<file path="src/shared/pdmf_pkg.sv">
// Constants for the power-delivery, bus-voltage and fault event flag block
package pdmf_pkg;
    // ------------------------------------------------------------
    // Register offsets
    // ------------------------------------------------------------
    localparam logic [7:0] GROUP_SUMMARY_OFS   = 8'h10;
    localparam logic [7:0] GROUP_MASK_OFS      = 8'h11;
    localparam logic [7:0] PD_EVENT_OFS        = 8'h12;
    localparam logic [7:0] BV_EVENT_OFS        = 8'h14;
    localparam logic [7:0] BV_MASK_OFS         = 8'h15;
    localparam logic [7:0] BV_LEVEL_OFS        = 8'h16;
    localparam logic [7:0] FAULT_EVENT_OFS     = 8'h1c;
    localparam logic [7:0] FAULT_LEVEL_OFS     = 8'h1d;
    localparam logic [7:0] WDOG_CTRL_OFS       = 8'h1e;
    // ------------------------------------------------------------
    // Field positions
    // ------------------------------------------------------------
    localparam int PD_TX_FREE_BIT   = 7;
    localparam int PD_SEQ_DONE_BIT  = 2;
    localparam int PD_TRANS_END_BIT = 1;
    localparam int PD_TRANS_BEG_BIT = 0;
    localparam int BV_OVER_BIT      = 4;
    localparam int BV_UNDER_BIT     = 3;
    localparam int BV_GOOD_BIT      = 1;
    localparam int BV_SAFE0_BIT     = 0;
    localparam int FLT_WDOG_BIT     = 7;
    localparam int FLT_CCOVP_BIT    = 6;
    localparam int FLT_WARN_BIT     = 1;
    localparam int FLT_CUTOFF_BIT   = 0;
    localparam int GRP_CONN_BIT     = 4;
    localparam int GRP_FAULT_BIT    = 3;
    localparam int GRP_PD_BIT       = 2;
    localparam int GRP_PROTO_BIT    = 1;
    localparam int GRP_BV_BIT       = 0;
    localparam int WDOG_EN_BIT      = 0;
    // ------------------------------------------------------------
    // Reset values and used-bit layouts
    // ------------------------------------------------------------
    localparam logic [7:0] BV_MASK_RST    = 8'h00;
    localparam logic [7:0] GROUP_MASK_RST = 8'h00;
    localparam logic [7:0] WDOG_CTRL_RST  = 8'h00;
    localparam logic [7:0] PD_USED        = 8'h87;
    localparam logic [7:0] BV_USED        = 8'h1b;
    localparam logic [7:0] FLT_USED       = 8'hc3;
    localparam logic [7:0] GRP_MASK_USED  = 8'h17;
    // ------------------------------------------------------------
    // Timing
    // ------------------------------------------------------------
    localparam longint WDOG_TIME_MS   = 2000;
    localparam longint CLOCK_MHZ      = 250;
    localparam longint WDOG_CYCLES    = WDOG_TIME_MS * 1000 * CLOCK_MHZ;
endpackage

</file>
<file path="src/verilog/pdmf_event_regs.sv">
// Event flag, mask, live level and alert logic of the port controller
//
// Summary of operation
// - Set transmit-slot-free flag when buffer loadable
// - Set sequence-finished flag when sequence completes
// - Set transition-complete flag when supply settles
// - Set transition-begun flag when request accepted
// - Bus-voltage event read returns and clears
// - Bus-voltage mask gates group, event still latched
// - Bus-voltage level register shows live comparators
// - Shared layout: over 4, under 3, good 1, safe 0
// - Over/under events latch on comparator change
// - Good/safe-zero events latch on comparator change
// - Faults unmaskable, always reach alert
// - Fault bits: watchdog 7, ccovp 6, warn 1, cutoff 0
// - Fault level register: live warn and cutoff
// - Watchdog fault after two quiet seconds of alert
// - Watchdog disabled out of reset
// - Latch overvoltage fault from either config pin
// - Latch warning crossing, level mirrors comparator
// - Latch cutoff crossing, level mirrors comparator
// - Group summary bits per group, gated by masks except the fault bit
// - Power-delivery event layout, clears when read
// - Fault event register clears when read
// - Open-drain alert pin pulled while alert pending
`timescale 1ns/1ns

module pdmf_event_regs #(
    parameter longint WDOG_CYCLES = pdmf_pkg::WDOG_CYCLES
) (
    input  wire logic       CLOCK_I,
    input  wire logic       NRST_I,
    input  wire logic       TX_SLOT_FREE_I,
    input  wire logic       SEQUENCE_DONE_I,
    input  wire logic       TRANSITION_END_I,
    input  wire logic       TRANSITION_BEGIN_I,
    input  wire logic       OVERVOLTAGE_CMP_I,
    input  wire logic       UNDERVOLTAGE_CMP_I,
    input  wire logic       BUS_GOOD_CMP_I,
    input  wire logic       SAFE_ZERO_CMP_I,
    input  wire logic       CC1_OVP_CMP_I,
    input  wire logic       CC2_OVP_CMP_I,
    input  wire logic       THERMAL_WARN_CMP_I,
    input  wire logic       THERMAL_CUTOFF_CMP_I,
    input  wire logic       CONN_GROUP_PEND_I,
    input  wire logic       PROTO_GROUP_PEND_I,
    input  wire logic       BUS_ACTIVITY_I,
    input  wire logic       REG_RD_I,
    input  wire logic       REG_WR_I,
    input  wire logic [7:0] REG_ADDR_I,
    input  wire logic [7:0] REG_WDATA_I,
    output logic      [7:0] REG_RDATA_O,
    output logic            ALERT_O,
    output logic            ALERT_OE_O
);
    // ------------------------------------------------------------
    // Parameter check
    // ------------------------------------------------------------
    if (WDOG_CYCLES < 2 || WDOG_CYCLES > 64'hffff_ffff)
        $error("Watchdog count out of range");

    typedef logic [31:0] pdmf_count_type;

    // Read strobe decode for one address
    function automatic logic pdmf_rd_hit(input logic rd, input logic [7:0] a,
                                         input logic [7:0] ofs);
        pdmf_rd_hit = rd && (a == ofs);
    endfunction

    // ------------------------------------------------------------
    // State
    // ------------------------------------------------------------
    logic [7:0]     pd_evt_reg, pd_evt_next;
    logic [7:0]     bv_evt_reg, bv_evt_next;
    logic [7:0]     bv_mask_reg, bv_mask_next;
    logic [7:0]     flt_evt_reg, flt_evt_next;
    logic [7:0]     grp_mask_reg, grp_mask_next;
    logic [7:0]     wdog_ctrl_reg, wdog_ctrl_next;
    logic [7:0]     bv_prev_reg, bv_prev_next;
    logic [1:0]     th_prev_reg, th_prev_next;
    logic           ccovp_prev_reg, ccovp_prev_next;
    pdmf_count_type wdog_cnt_reg, wdog_cnt_next;
    logic [7:0]     rdata_reg, rdata_next;
    logic           alert_oe_reg, alert_oe_next;

    logic [7:0] bv_live;
    logic [7:0] flt_live;
    logic [7:0] bv_set;
    logic [7:0] pd_set;
    logic [7:0] flt_set;
    logic [7:0] summary;
    logic       ccovp_now;
    logic       wdog_fire;

    // Live comparator levels in the shared layout
    always_comb
    begin
        bv_live = 8'h00;
        bv_live[pdmf_pkg::BV_OVER_BIT]  = OVERVOLTAGE_CMP_I;
        bv_live[pdmf_pkg::BV_UNDER_BIT] = UNDERVOLTAGE_CMP_I;
        bv_live[pdmf_pkg::BV_GOOD_BIT]  = BUS_GOOD_CMP_I;
        bv_live[pdmf_pkg::BV_SAFE0_BIT] = SAFE_ZERO_CMP_I;
        flt_live = 8'h00;
        flt_live[pdmf_pkg::FLT_WARN_BIT]   = THERMAL_WARN_CMP_I;
        flt_live[pdmf_pkg::FLT_CUTOFF_BIT] = THERMAL_CUTOFF_CMP_I;
        ccovp_now = CC1_OVP_CMP_I | CC2_OVP_CMP_I;
    end

    // Event sources: pulses and comparator edges
    always_comb
    begin
        pd_set = 8'h00;
        pd_set[pdmf_pkg::PD_TX_FREE_BIT]   = TX_SLOT_FREE_I;
        pd_set[pdmf_pkg::PD_SEQ_DONE_BIT]  = SEQUENCE_DONE_I;
        pd_set[pdmf_pkg::PD_TRANS_END_BIT] = TRANSITION_END_I;
        pd_set[pdmf_pkg::PD_TRANS_BEG_BIT] = TRANSITION_BEGIN_I;
        bv_set = (bv_live ^ bv_prev_reg) & pdmf_pkg::BV_USED;
        flt_set = 8'h00;
        flt_set[pdmf_pkg::FLT_WDOG_BIT]   = wdog_fire;
        flt_set[pdmf_pkg::FLT_CCOVP_BIT]  = ccovp_now & ~ccovp_prev_reg;
        flt_set[pdmf_pkg::FLT_WARN_BIT]   = THERMAL_WARN_CMP_I ^ th_prev_reg[1];
        flt_set[pdmf_pkg::FLT_CUTOFF_BIT] = THERMAL_CUTOFF_CMP_I ^ th_prev_reg[0];
    end

    // Group summary from latched events and masks (mask bit 1 = enabled)
    always_comb
    begin
        summary = 8'h00;
        summary[pdmf_pkg::GRP_CONN_BIT]  = CONN_GROUP_PEND_I
                                         & grp_mask_reg[pdmf_pkg::GRP_CONN_BIT];
        summary[pdmf_pkg::GRP_FAULT_BIT] = |flt_evt_reg;
        summary[pdmf_pkg::GRP_PD_BIT]    = (|pd_evt_reg)
                                         & grp_mask_reg[pdmf_pkg::GRP_PD_BIT];
        summary[pdmf_pkg::GRP_PROTO_BIT] = PROTO_GROUP_PEND_I
                                         & grp_mask_reg[pdmf_pkg::GRP_PROTO_BIT];
        summary[pdmf_pkg::GRP_BV_BIT]    = (|(bv_evt_reg & bv_mask_reg))
                                         & grp_mask_reg[pdmf_pkg::GRP_BV_BIT];
    end

    // ------------------------------------------------------------
    // Register file and event latches
    // ------------------------------------------------------------
    always_comb
    begin
        pd_evt_next    = pd_evt_reg;
        bv_evt_next    = bv_evt_reg;
        flt_evt_next   = flt_evt_reg;
        bv_mask_next   = bv_mask_reg;
        grp_mask_next  = grp_mask_reg;
        wdog_ctrl_next = wdog_ctrl_reg;
        rdata_next     = rdata_reg;
        // Read: capture value, then clear latches; new events win
        if (REG_RD_I)
        begin
            unique case (REG_ADDR_I)
                pdmf_pkg::GROUP_SUMMARY_OFS: rdata_next = summary;
                pdmf_pkg::GROUP_MASK_OFS:    rdata_next = grp_mask_reg;
                pdmf_pkg::PD_EVENT_OFS:      rdata_next = pd_evt_reg;
                pdmf_pkg::BV_EVENT_OFS:      rdata_next = bv_evt_reg;
                pdmf_pkg::BV_MASK_OFS:       rdata_next = bv_mask_reg;
                pdmf_pkg::BV_LEVEL_OFS:      rdata_next = bv_live;
                pdmf_pkg::FAULT_EVENT_OFS:   rdata_next = flt_evt_reg;
                pdmf_pkg::FAULT_LEVEL_OFS:   rdata_next = flt_live;
                pdmf_pkg::WDOG_CTRL_OFS:     rdata_next = wdog_ctrl_reg;
                default:                     rdata_next = 8'h00;
            endcase
        end
        if (pdmf_rd_hit(REG_RD_I, REG_ADDR_I, pdmf_pkg::PD_EVENT_OFS))
            pd_evt_next = 8'h00;
        if (pdmf_rd_hit(REG_RD_I, REG_ADDR_I, pdmf_pkg::BV_EVENT_OFS))
            bv_evt_next = 8'h00;
        if (pdmf_rd_hit(REG_RD_I, REG_ADDR_I, pdmf_pkg::FAULT_EVENT_OFS))
            flt_evt_next = 8'h00;
        pd_evt_next  = pd_evt_next | pd_set;
        bv_evt_next  = bv_evt_next | bv_set;
        flt_evt_next = flt_evt_next | flt_set;
        // Writes to the read-write registers only
        if (REG_WR_I)
        begin
            unique case (REG_ADDR_I)
                pdmf_pkg::GROUP_MASK_OFS: grp_mask_next = REG_WDATA_I & pdmf_pkg::GRP_MASK_USED;
                pdmf_pkg::BV_MASK_OFS:    bv_mask_next  = REG_WDATA_I & pdmf_pkg::BV_USED;
                pdmf_pkg::WDOG_CTRL_OFS:  wdog_ctrl_next = REG_WDATA_I & 8'h01;
                default:                  ;
            endcase
        end
    end

    // ------------------------------------------------------------
    // Watchdog and edge history
    // ------------------------------------------------------------
    always_comb
    begin
        bv_prev_next    = bv_live;
        th_prev_next    = {THERMAL_WARN_CMP_I, THERMAL_CUTOFF_CMP_I};
        ccovp_prev_next = ccovp_now;
        alert_oe_next   = |summary;
        wdog_fire       = 1'b0;
        wdog_cnt_next   = 32'h0000_0000;
        // Counts only while enabled, alert driven and bus quiet
        if (wdog_ctrl_reg[pdmf_pkg::WDOG_EN_BIT] && alert_oe_reg && !BUS_ACTIVITY_I)
        begin
            if (wdog_cnt_reg == 32'(WDOG_CYCLES - 1))
                wdog_fire = 1'b1;
            else
                wdog_cnt_next = wdog_cnt_reg + 32'h0000_0001;
        end
    end

    // Registers
    always_ff @(posedge CLOCK_I or negedge NRST_I)
    begin
        if (!NRST_I)
        begin
            pd_evt_reg     <= 8'h00;
            bv_evt_reg     <= 8'h00;
            flt_evt_reg    <= 8'h00;
            bv_mask_reg    <= pdmf_pkg::BV_MASK_RST;
            grp_mask_reg   <= pdmf_pkg::GROUP_MASK_RST;
            wdog_ctrl_reg  <= pdmf_pkg::WDOG_CTRL_RST;
            bv_prev_reg    <= 8'h00;
            th_prev_reg    <= 2'h0;
            ccovp_prev_reg <= 1'b0;
            wdog_cnt_reg   <= 32'h0000_0000;
            rdata_reg      <= 8'h00;
            alert_oe_reg   <= 1'b0;
        end
        else
        begin
            pd_evt_reg     <= pd_evt_next;
            bv_evt_reg     <= bv_evt_next;
            flt_evt_reg    <= flt_evt_next;
            bv_mask_reg    <= bv_mask_next;
            grp_mask_reg   <= grp_mask_next;
            wdog_ctrl_reg  <= wdog_ctrl_next;
            bv_prev_reg    <= bv_prev_next;
            th_prev_reg    <= th_prev_next;
            ccovp_prev_reg <= ccovp_prev_next;
            wdog_cnt_reg   <= wdog_cnt_next;
            rdata_reg      <= rdata_next;
            alert_oe_reg   <= alert_oe_next;
        end
    end

    // Open-drain alert: output low, enable pulls the line
    assign REG_RDATA_O = rdata_reg;
    assign ALERT_O     = 1'b0;
    assign ALERT_OE_O  = alert_oe_reg;
endmodule // pdmf_event_regs

</file>
<file path="config.mk">
export PLATFORM = sky130hd
export DESIGN_NAME = pdmf_event_regs
export DESIGN_NICKNAME = d
export VERILOG_FILES = /design/src/shared/pdmf_pkg.sv /design/src/verilog/pdmf_event_regs.sv
export SDC_FILE = /design/constraint.sdc
export NUM_CORES = 1
export LEC_CHECK = 0
export BUFFER_PORTS_ARGS = -buffer_cell sky130_fd_sc_hd__clkbuf_2
export CORE_MARGIN = 1.5
export CORE_UTILIZATION = 40
export CTS_CLUSTER_SIZE = 12
export DETAILED_ROUTE_END_ITERATION = 7
export HOLD_SLACK_MARGIN = 0.15
export PLACE_DENSITY = 0.71
export RECOVER_POWER = 25
export SLEW_MARGIN = 10
export SYNTH_ARGS = -nofsm -noshare
export SYNTH_HDL_FRONTEND = slang
export SYNTH_SLANG_ARGS = --single-unit
</file>
<file path="constraint.sdc">
create_clock -name CLOCK_I -period 2.1 [get_ports CLOCK_I]
set_clock_uncertainty 0.2 [all_clocks]
set_input_delay 0 -clock CLOCK_I [delete_from_list [all_inputs] [get_ports CLOCK_I]]
set_output_delay 0 -clock CLOCK_I [all_outputs]
set_load 0.01 [all_outputs]
</file>
==> flow_summary.html, run 1 <==
<table>
<tr><th>Metric</th><th>Value</th></tr>
<tr><th colspan="2">Run status</th></tr>
<tr><td>Result of the run</td><td>finished clean</td></tr>
<tr><th colspan="2">Drt</th></tr>
<tr><td>Final ANT Viol Nets</td><td>0</td></tr>
<tr><td>Average detailed-routed wire length per instance</td><td>15.24 µm</td></tr>
<tr><td>Via total after detailed routing</td><td>2962</td></tr>
<tr><td>Count of unresolved DRC violations after routing</td><td>0</td></tr>
<tr><td>Vias per Instance</td><td>5.252</td></tr>
<tr><td>Post-Route WL</td><td>8596 µm</td></tr>
<tr><td>DRC violation total after the first TritonRoute iteration</td><td>282</td></tr>
<tr><td>Detailed-routing iteration count for the pre-antenna-repair pass</td><td>4</td></tr>
<tr><th colspan="2">STA</th></tr>
<tr><td>Headroom to the max-slew limit</td><td>60.74%</td></tr>
<tr><td>Final Max Slew Viols</td><td>0</td></tr>
<tr><td>Shortest period the worst path allows</td><td>2.087 ns</td></tr>
<tr><td>Number of setup violations in the final report</td><td>0</td></tr>
<tr><td>Tightest hold margin</td><td>0.1804 ns</td></tr>
<tr><td>Fmax</td><td>479.0 MHz</td></tr>
<tr><td>Total negative slack for setup checks</td><td>0 ns</td></tr>
<tr><td>Setup repair after global routing missed its margin</td><td>true</td></tr>
<tr><td>Actual transition at the worst max-transition pin</td><td>0.5835 ns</td></tr>
<tr><td>Total count of hold-check failures in the final report</td><td>0</td></tr>
<tr><td>Share of the clock period used by the worst path after layout</td><td>99.40%</td></tr>
<tr><th colspan="2">Global routing</th></tr>
<tr><td>Largest net degree at the start of global routing</td><td>53</td></tr>
<tr><td>First-pass GRT wire length</td><td>14210 µm</td></tr>
<tr><td>GRT Util Overall</td><td>20.69%</td></tr>
<tr><td>Initial antenna violation count</td><td>0</td></tr>
<tr><td>Number of global-route vias before repair</td><td>2941</td></tr>
<tr><td>Sum of overflow across all layers after global routing</td><td>0</td></tr>
<tr><th colspan="2">Placement</th></tr>
<tr><td>IO buf count</td><td>39</td></tr>
<tr><td>HPWL after DPL</td><td>5296 µm</td></tr>
<tr><td>Routability congestion estimate</td><td>0.8927</td></tr>
<tr><th colspan="2">Layout</th></tr>
<tr><td>Number of fill cells in the layout</td><td>706</td></tr>
<tr><td>Number of inserted diodes</td><td>0</td></tr>
<tr><td>Commonest non-fill, non-tap cells in the layout</td><td>sky130_fd_sc_hd__dfrtp_1, sky130_fd_sc_hd__dlygate4sd3_1, sky130_fd_sc_hd__nor2_1, sky130_fd_sc_hd__nand2_1, sky130_fd_sc_hd__xnor2_1</td></tr>
<tr><td>Area of the multi-input gates</td><td>1583 µm²</td></tr>
<tr><td>Most common cell after layout, fill and taps aside</td><td>sky130_fd_sc_hd__dfrtp_1</td></tr>
<tr><td>Number of flip-flops under the largest register name</td><td>32</td></tr>
<tr><td>Share of final-layout standard cells stronger than drive strength 1</td><td>17.86%</td></tr>
<tr><td>Number of nets at the end of the flow</td><td>490</td></tr>
<tr><td>Storage element area</td><td>1703 µm²</td></tr>
<tr><td>Area delta synth-&gt;final</td><td>35.07%</td></tr>
<tr><th colspan="2">Critical path</th></tr>
<tr><td>Req. time, crit path</td><td>2.15 ns</td></tr>
<tr><td>Arrival time of the worst setup path</td><td>2.14 ns</td></tr>
<tr><td>Crit Reg-Reg Endpoint</td><td>wdog_cnt_reg[16]$_DFF_PN0_</td></tr>
<tr><td>Crit path buf inv count</td><td>3</td></tr>
<tr><td>Library cell appearing most often on the critical path</td><td>sky130_fd_sc_hd__dlygate4sd3_1</td></tr>
<tr><td>Delay of the slowest cell on the worst path</td><td>0.63 ns</td></tr>
<tr><td>CP Depth</td><td>6</td></tr>
<tr><td>R2R setup slack</td><td>0.11 ns</td></tr>
<tr><td>Highest-delay cell along the critical path</td><td>sky130_fd_sc_hd__dlygate4sd3_1</td></tr>
<tr><td>Critical register-to-register path startpoint</td><td>wdog_cnt_reg[20]$_DFF_PN0_</td></tr>
<tr><td>Crit path max fanout</td><td>8</td></tr>
<tr><td>Setup crit end kind</td><td>register</td></tr>
<tr><td>Start-to-end type of the worst setup path</td><td>input pin to register</td></tr>
<tr><td>Endpoint of the worst setup timing path</td><td>bv_mask_reg[1]$_DFFE_PN0P_</td></tr>
<tr><td>Depth of the worst register-to-register path</td><td>6</td></tr>
<tr><td>Worst setup path start</td><td>REG_ADDR_I[1]</td></tr>
<tr><td>Cells traversed along the worst timing path</td><td>clkbuf_2 &gt; dlygate4sd3_1 &gt; nor2b_2 &gt; and3_2 &gt; mux2_2 &gt; dlygate4sd3_1</td></tr>
<tr><td>Cell family contributing the most delay on the critical path</td><td>buffers and inverters</td></tr>
<tr><td>Startpoint type of the worst setup path</td><td>input pin</td></tr>
<tr><th colspan="2">CTS</th></tr>
<tr><td>CTS tree</td><td>yes</td></tr>
<tr><td>H-tree levels</td><td>3</td></tr>
<tr><td>CTS sink count</td><td>68</td></tr>
<tr><td>Clock Latency Late Sink</td><td>0.36 ns</td></tr>
<tr><td>Clock slew at reported path FFs</td><td>0.09 ns</td></tr>
<tr><td>Library cell used as clock root buffer</td><td>sky130_fd_sc_hd__clkbuf_8</td></tr>
<tr><td>Clock buffer count from CTS</td><td>9</td></tr>
<tr><td>Longest Clk Path Bufs</td><td>2</td></tr>
<tr><th colspan="2">Die</th></tr>
<tr><td>Die Footprint</td><td>9071 µm²</td></tr>
<tr><td>Total I/O pin count</td><td>45</td></tr>
<tr><td>Starting utilization of the core area</td><td>41.42%</td></tr>
<tr><td>Die width</td><td>95.24 µm</td></tr>
<tr><td>Cell Rows</td><td>33</td></tr>
<tr><td>Die height</td><td>95.24 µm</td></tr>
<tr><td>Floorplan core area</td><td>8217 µm²</td></tr>
<tr><th colspan="2">Pwr</th></tr>
<tr><td>Cell area power density</td><td>589.4 nW/µm²</td></tr>
<tr><td>Largest vdd supply drop</td><td>343.3 µV</td></tr>
<tr><td>Static leakage power</td><td>1.915 nW</td></tr>
<tr><th colspan="2">Synth</th></tr>
<tr><td>Fraction of the yosys area taken by sequential cells</td><td>50.00%</td></tr>
<tr><td>Synthesized netlist cell count</td><td>343</td></tr>
<tr><td>Cell taking the most area after synthesis</td><td>sky130_fd_sc_hd__dfrtp_1</td></tr>
<tr><td>Synth warnings</td><td>0</td></tr>
<tr><td>Count of cell types in the netlist</td><td>52</td></tr>
<tr><td>Number of enable flip-flop cells after synthesis</td><td>0</td></tr>
<tr><td>FF+latch count, synth</td><td>68</td></tr>
<tr><td>FFs w/ async S/R, synth</td><td>100.0%</td></tr>
<tr><td>Post-synthesis cell area</td><td>3403 µm²</td></tr>
<tr><td>Primary FF master, synth</td><td>sky130_fd_sc_hd__dfrtp_1</td></tr>
<tr><td>Largest cells by area after synthesis</td><td>sky130_fd_sc_hd__dfrtp_1, sky130_fd_sc_hd__xnor2_1, sky130_fd_sc_hd__nor2_1</td></tr>
<tr><td>Area share of the leading cell type in the synthesized netlist</td><td>50.00%</td></tr>
<tr><td>Mean instance size in the synthesized netlist</td><td>9.922 µm²</td></tr>
<tr><th colspan="2">Flow run</th></tr>
<tr><td>Max Cap Viol</td><td>0</td></tr>
<tr><th colspan="2">Hold path</th></tr>
<tr><td>Class of the tightest hold or removal check</td><td>input pin to register</td></tr>
</table>
tightest hold or removal path: cells and delay by family:
family          cells  cell delay [ns]
simple gates        1             0.17
compound gates      1             0.07
buf+inv             1             0.18
mux                 1             0.27
per-layer routing:
| layer | part of all wire (%) | up-vias | wire, µm | track usage, % |
|---|---|---|---|---|
| li1 | - | 1429 | - | - |
| met1 | 45 | 1436 | 3880 | 27.43 |
| met2 | 48 | 83 | 4119 | 33.22 |
| met3 | 5.2 | 14 | 450 | 3.907 |
| met4 | 1.7 | 0 | 146 | 8.333 |
| met5 | 0 | - | 0 | 0 |
cell usage after synthesis, drive strengths merged (3+ instances only):
library cell,instances
dfrtp,68
nor2,42
nand2,39
xnor2,27
nand3,17
inv,15
mux2,12
nand4,10
nor3,10
o21ai,10
buf,8
nor4,8
clkbuf,7
a21oi,6
and4,6
and3,5
xor2,5
a21o,4
a22oi,4
mux2i,4
o22ai,4
a31oi,3
and2,3
per-stage QoR:
step                area (µm²)  power (mW)  util, %  cells  worst slack (ns)
global placement          3784       1.516    46.05    488            0.1173
detailed placement        3784       1.519    46.05    488           0.09000
finish                    4597       2.709    55.95    564           0.01251
CTS                       4589       2.711    55.86    564           0.01897
floorplan                 3407       1.433        -    344            0.1221
global route              4597       2.807    55.95    564         -0.002985
area by class of cell:
cell class / count / area share, %
Timing Repair Buffer: 114 / 19.98
Clock inverter: 7 / 1.769
Clock buffer: 9 / 2.695
Tap cell: 105 / 2.858
Inverter: 15 / 1.225
Sequential cell: 68 / 37.04
Multi-Input combinational cell: 246 / 34.43
report_power, final:
part,internal (mW),switching [mW]
sequential,1.33,0.0129
combinational,0.123,0.110
clock,0.565,0.572
total,2.01,0.695
worst min-delay path by stage:
stage	slack, ns	start	cells after the start	to
6_report	0.18	REG_ADDR_I[1]	4	REG_RDATA_O[7]$_DFFE_PN0P_
2_1_floorplan	-0.50	NRST_I	0	ALERT_OE_O$_DFF_PN0_
4_1_cts	0.15	REG_ADDR_I[1]	4	REG_RDATA_O[7]$_DFFE_PN0P_
3_3_place_gp	-0.26	NRST_I	1	bv_evt_reg[4]$_DFF_PN0_
5_1_grt	0.21	REG_ADDR_I[1]	4	REG_RDATA_O[7]$_DFFE_PN0P_
3_5_place_dp	-0.25	NRST_I	1	REG_RDATA_O[2]$_DFFE_PN0P_
cell families (layout without fill, tap and decap cells):
family          Yosys count  after routing  share of synthesized area, %
compound gates           39             39                         7.831
xor+xnor                 32             32                         8.235
fa+ha+maj                 1              1                        0.3676
buf+inv                  30            145                         4.227
flops                    68             68                         50.00
mux                      16             16                         5.147
other cells               1              2                        0.1102
simple gates            156            156                         24.08
what timing repair did:
item	in CTS	in global routing
endpoints found under the setup margin	0	53
hold buffers	60	0
resized for setup	0	10
hold endpoints to repair	136	0
setup buffers	0	1
No activity file was read; power rests on OpenSTA's default activity.
==> run 2: changes to the inputs <==
Settings changed: PLACE_DENSITY 0.71 to 0.58.
==> flow_summary.html, run 2 (synthesis gave the netlist of run 1 again) <==
<table>
<tr><th>Metric</th><th>Value</th></tr>
<tr><th colspan="2">Critical path</th></tr>
<tr><td>Startpoint type of the worst setup path</td><td>input pin</td></tr>
<tr><td>Crit path max fanout</td><td>4</td></tr>
<tr><td>Crit Reg-Reg Endpoint</td><td>wdog_cnt_reg[4]$_DFF_PN0_</td></tr>
<tr><td>Start-to-end type of the worst setup path</td><td>input pin to register</td></tr>
<tr><td>Setup crit end kind</td><td>register</td></tr>
<tr><td>Req. time, crit path</td><td>2.12 ns</td></tr>
<tr><td>Arrival time of the worst setup path</td><td>2.09 ns</td></tr>
<tr><td>Critical register-to-register path startpoint</td><td>wdog_cnt_reg[20]$_DFF_PN0_</td></tr>
<tr><td>R2R setup slack</td><td>0.07 ns</td></tr>
<tr><td>Depth of the worst register-to-register path</td><td>6</td></tr>
<tr><th colspan="2">Die</th></tr>
<tr><td>Total I/O pin count</td><td>45</td></tr>
<tr><td>Die Footprint</td><td>9071 µm²</td></tr>
<tr><td>Die width</td><td>95.24 µm</td></tr>
<tr><td>Starting utilization of the core area</td><td>41.42%</td></tr>
<tr><td>Cell Rows</td><td>33</td></tr>
<tr><td>Floorplan core area</td><td>8217 µm²</td></tr>
<tr><td>Die height</td><td>95.24 µm</td></tr>
<tr><th colspan="2">Run status</th></tr>
<tr><td>Result of the run</td><td>finished clean</td></tr>
<tr><th colspan="2">Flow run</th></tr>
<tr><td>Max Cap Viol</td><td>0</td></tr>
<tr><th colspan="2">Global routing</th></tr>
<tr><td>Largest net degree at the start of global routing</td><td>51</td></tr>
<tr><td>First-pass GRT wire length</td><td>13680 µm</td></tr>
<tr><td>Sum of overflow across all layers after global routing</td><td>0</td></tr>
<tr><td>GRT Util Overall</td><td>19.91%</td></tr>
<tr><td>Number of global-route vias before repair</td><td>2893</td></tr>
<tr><td>Initial antenna violation count</td><td>0</td></tr>
<tr><th colspan="2">Pwr</th></tr>
<tr><td>Static leakage power</td><td>1.934 nW</td></tr>
<tr><td>Largest vdd supply drop</td><td>324.2 µV</td></tr>
<tr><td>Cell area power density</td><td>592.6 nW/µm²</td></tr>
<tr><td>Power Total</td><td>2.749 mW</td></tr>
<tr><th colspan="2">Drt</th></tr>
<tr><td>Count of unresolved DRC violations after routing</td><td>0</td></tr>
<tr><td>Vias per Instance</td><td>5.153</td></tr>
<tr><td>Average detailed-routed wire length per instance</td><td>15.09 µm</td></tr>
<tr><td>Final ANT Viol Nets</td><td>0</td></tr>
<tr><td>Post-Route WL</td><td>8555 µm</td></tr>
<tr><td>Detailed-routing iteration count for the pre-antenna-repair pass</td><td>4</td></tr>
<tr><td>DRC violation total after the first TritonRoute iteration</td><td>121</td></tr>
<tr><td>Via total after detailed routing</td><td>2922</td></tr>
<tr><th colspan="2">STA</th></tr>
<tr><td>Number of setup violations in the final report</td><td>0</td></tr>
<tr><td>Total count of hold-check failures in the final report</td><td>0</td></tr>
<tr><td>Share of the clock period used by the worst path after layout</td><td>98.28%</td></tr>
<tr><td>Shortest period the worst path allows</td><td>2.064 ns</td></tr>
<tr><td>Fmax</td><td>484.5 MHz</td></tr>
<tr><td>Tightest hold margin</td><td>0.1455 ns</td></tr>
<tr><td>Actual transition at the worst max-transition pin</td><td>0.8447 ns</td></tr>
<tr><td>Headroom to the max-slew limit</td><td>43.50%</td></tr>
<tr><td>Final Max Slew Viols</td><td>0</td></tr>
<tr><td>PnR worst setup slack</td><td>0.03603 ns</td></tr>
<tr><th colspan="2">Layout</th></tr>
<tr><td>Number of inserted diodes</td><td>0</td></tr>
<tr><td>Most common cell after layout, fill and taps aside</td><td>sky130_fd_sc_hd__dfrtp_1</td></tr>
<tr><td>Final cell area excluding filler cells</td><td>4638 µm²</td></tr>
<tr><td>Share of final-layout standard cells stronger than drive strength 1</td><td>17.75%</td></tr>
<tr><td>Core Util, Final</td><td>56.45%</td></tr>
<tr><td>Number of flip-flops under the largest register name</td><td>32</td></tr>
<tr><td>Number of nets at the end of the flow</td><td>493</td></tr>
<tr><td>Area delta synth-&gt;final</td><td>36.29%</td></tr>
<tr><td>Number of fill cells in the layout</td><td>738</td></tr>
<tr><td>Commonest non-fill, non-tap cells in the layout</td><td>sky130_fd_sc_hd__dfrtp_1, sky130_fd_sc_hd__dlygate4sd3_1, sky130_fd_sc_hd__nor2_1, sky130_fd_sc_hd__nand2_1, sky130_fd_sc_hd__xnor2_1</td></tr>
<tr><th colspan="2">Hold path</th></tr>
<tr><td>Worst Hold Depth</td><td>5</td></tr>
<tr><td>Worst hold endpoint</td><td>REG_RDATA_O[2]$_DFFE_PN0P_</td></tr>
<tr><td>Startpoint of the worst hold path</td><td>REG_ADDR_I[0]</td></tr>
<tr><td>Class of the tightest hold or removal check</td><td>input pin to register</td></tr>
<tr><th colspan="2">CTS</th></tr>
<tr><td>Clock slew at reported path FFs</td><td>0.07 ns</td></tr>
<tr><td>H-tree levels</td><td>3</td></tr>
<tr><td>Longest Clk Path Bufs</td><td>2</td></tr>
<tr><td>CTS sink count</td><td>68</td></tr>
<tr><td>Library cell used as clock root buffer</td><td>sky130_fd_sc_hd__clkbuf_8</td></tr>
<tr><td>Clock buffer count from CTS</td><td>9</td></tr>
<tr><td>CTS tree</td><td>yes</td></tr>
<tr><td>Clock Latency Late Sink</td><td>0.34 ns</td></tr>
<tr><th colspan="2">Placement</th></tr>
<tr><td>HPWL after DPL</td><td>5411 µm</td></tr>
<tr><td>Routability congestion estimate</td><td>0.9260</td></tr>
<tr><td>Placed standard-cell area</td><td>3776 µm²</td></tr>
<tr><td>Post-Place Setup Slack</td><td>0.08604 ns</td></tr>
<tr><td>IO buf count</td><td>39</td></tr>
</table>
run 2: worst max-delay path: stages:
cell	delay (ns)
sky130_fd_sc_hd__clkbuf_2	0.12
sky130_fd_sc_hd__dlygate4sd3_1	0.55
sky130_fd_sc_hd__and3_1	0.22
sky130_fd_sc_hd__and3_2	0.27
sky130_fd_sc_hd__mux2_2	0.35
sky130_fd_sc_hd__dlygate4sd3_1	0.57
run 2: area by class of cell:
cell class | instances | area (µm²) | area share [%]
Timing Repair Buffer | 117 | 948.4 | 20.45
Tap cell | 105 | 131.4 | 2.832
Sequential cell | 68 | 1703 | 36.71
Clock inverter | 4 | 72.57 | 1.565
Clock buffer | 12 | 145.1 | 3.129
Inverter | 15 | 56.30 | 1.214
Multi-Input combinational cell | 246 | 1582 | 34.10
run 2: metrics by stage:
| stage | setup TNS [ns] | instances |
|---|---|---|
| after floorplan | 0 | 344 |
| after global placement | 0 | 487 |
| after detailed placement | 0 | 487 |
| after CTS | 0 | 561 |
| after global routing | -0.1524 | 567 |
| final | 0 | 567 |
run 2: worst max path at each step:
stage / from / endpoint / slack (ns) / cells after the start
after global routing: wdog_cnt_reg[2]$_DFF_PN0_ / wdog_cnt_reg[26]$_DFF_PN0_ / -0.07 / 5
after detailed placement: wdog_cnt_reg[29]$_DFF_PN0_ / wdog_cnt_reg[16]$_DFF_PN0_ / 0.09 / 6
after floorplan: wdog_cnt_reg[20]$_DFF_PN0_ / wdog_cnt_reg[24]$_DFF_PN0_ / 0.12 / 6
after global placement: wdog_cnt_reg[29]$_DFF_PN0_ / wdog_cnt_reg[19]$_DFF_PN0_ / 0.12 / 6
after CTS: REG_ADDR_I[1] / REG_RDATA_O[0]$_DFFE_PN0P_ / 0.03 / 8
final: REG_ADDR_I[2] / bv_mask_reg[3]$_DFFE_PN0P_ / 0.04 / 6
run 2: metal layers:
| metal | vias to the layer above | wire length (µm) | GRT usage [%] |
|---|---|---|---|
| met2 | 71 | 4370 | 34.22 |
| met3 | 18 | 364 | 4.466 |
| met5 | - | 0 | 0 |
| met4 | 0 | 182 | 8.333 |
| met1 | 1413 | 3637 | 23.87 |
| li1 | 1420 | - | - |
run 2: where the power goes:
group | leakage [nW] | total [mW] | switching, mW | internal (mW)
combinational | 0.962 | 0.232 | 0.111 | 0.122
clock | 0.107 | 1.18 | 0.476 | 0.700
sequential | 0.865 | 1.34 | 0.0127 | 1.33
total | 1.93 | 2.75 | 0.600 | 2.15
run 2: repair_timing:
item | in CTS | in global routing
endpoints found under the setup margin | 0 | 33
hold endpoints to repair | 136 | 4
gates resized for setup | 0 | 11
hold buffers | 58 | 1
setup buffers | 0 | 4
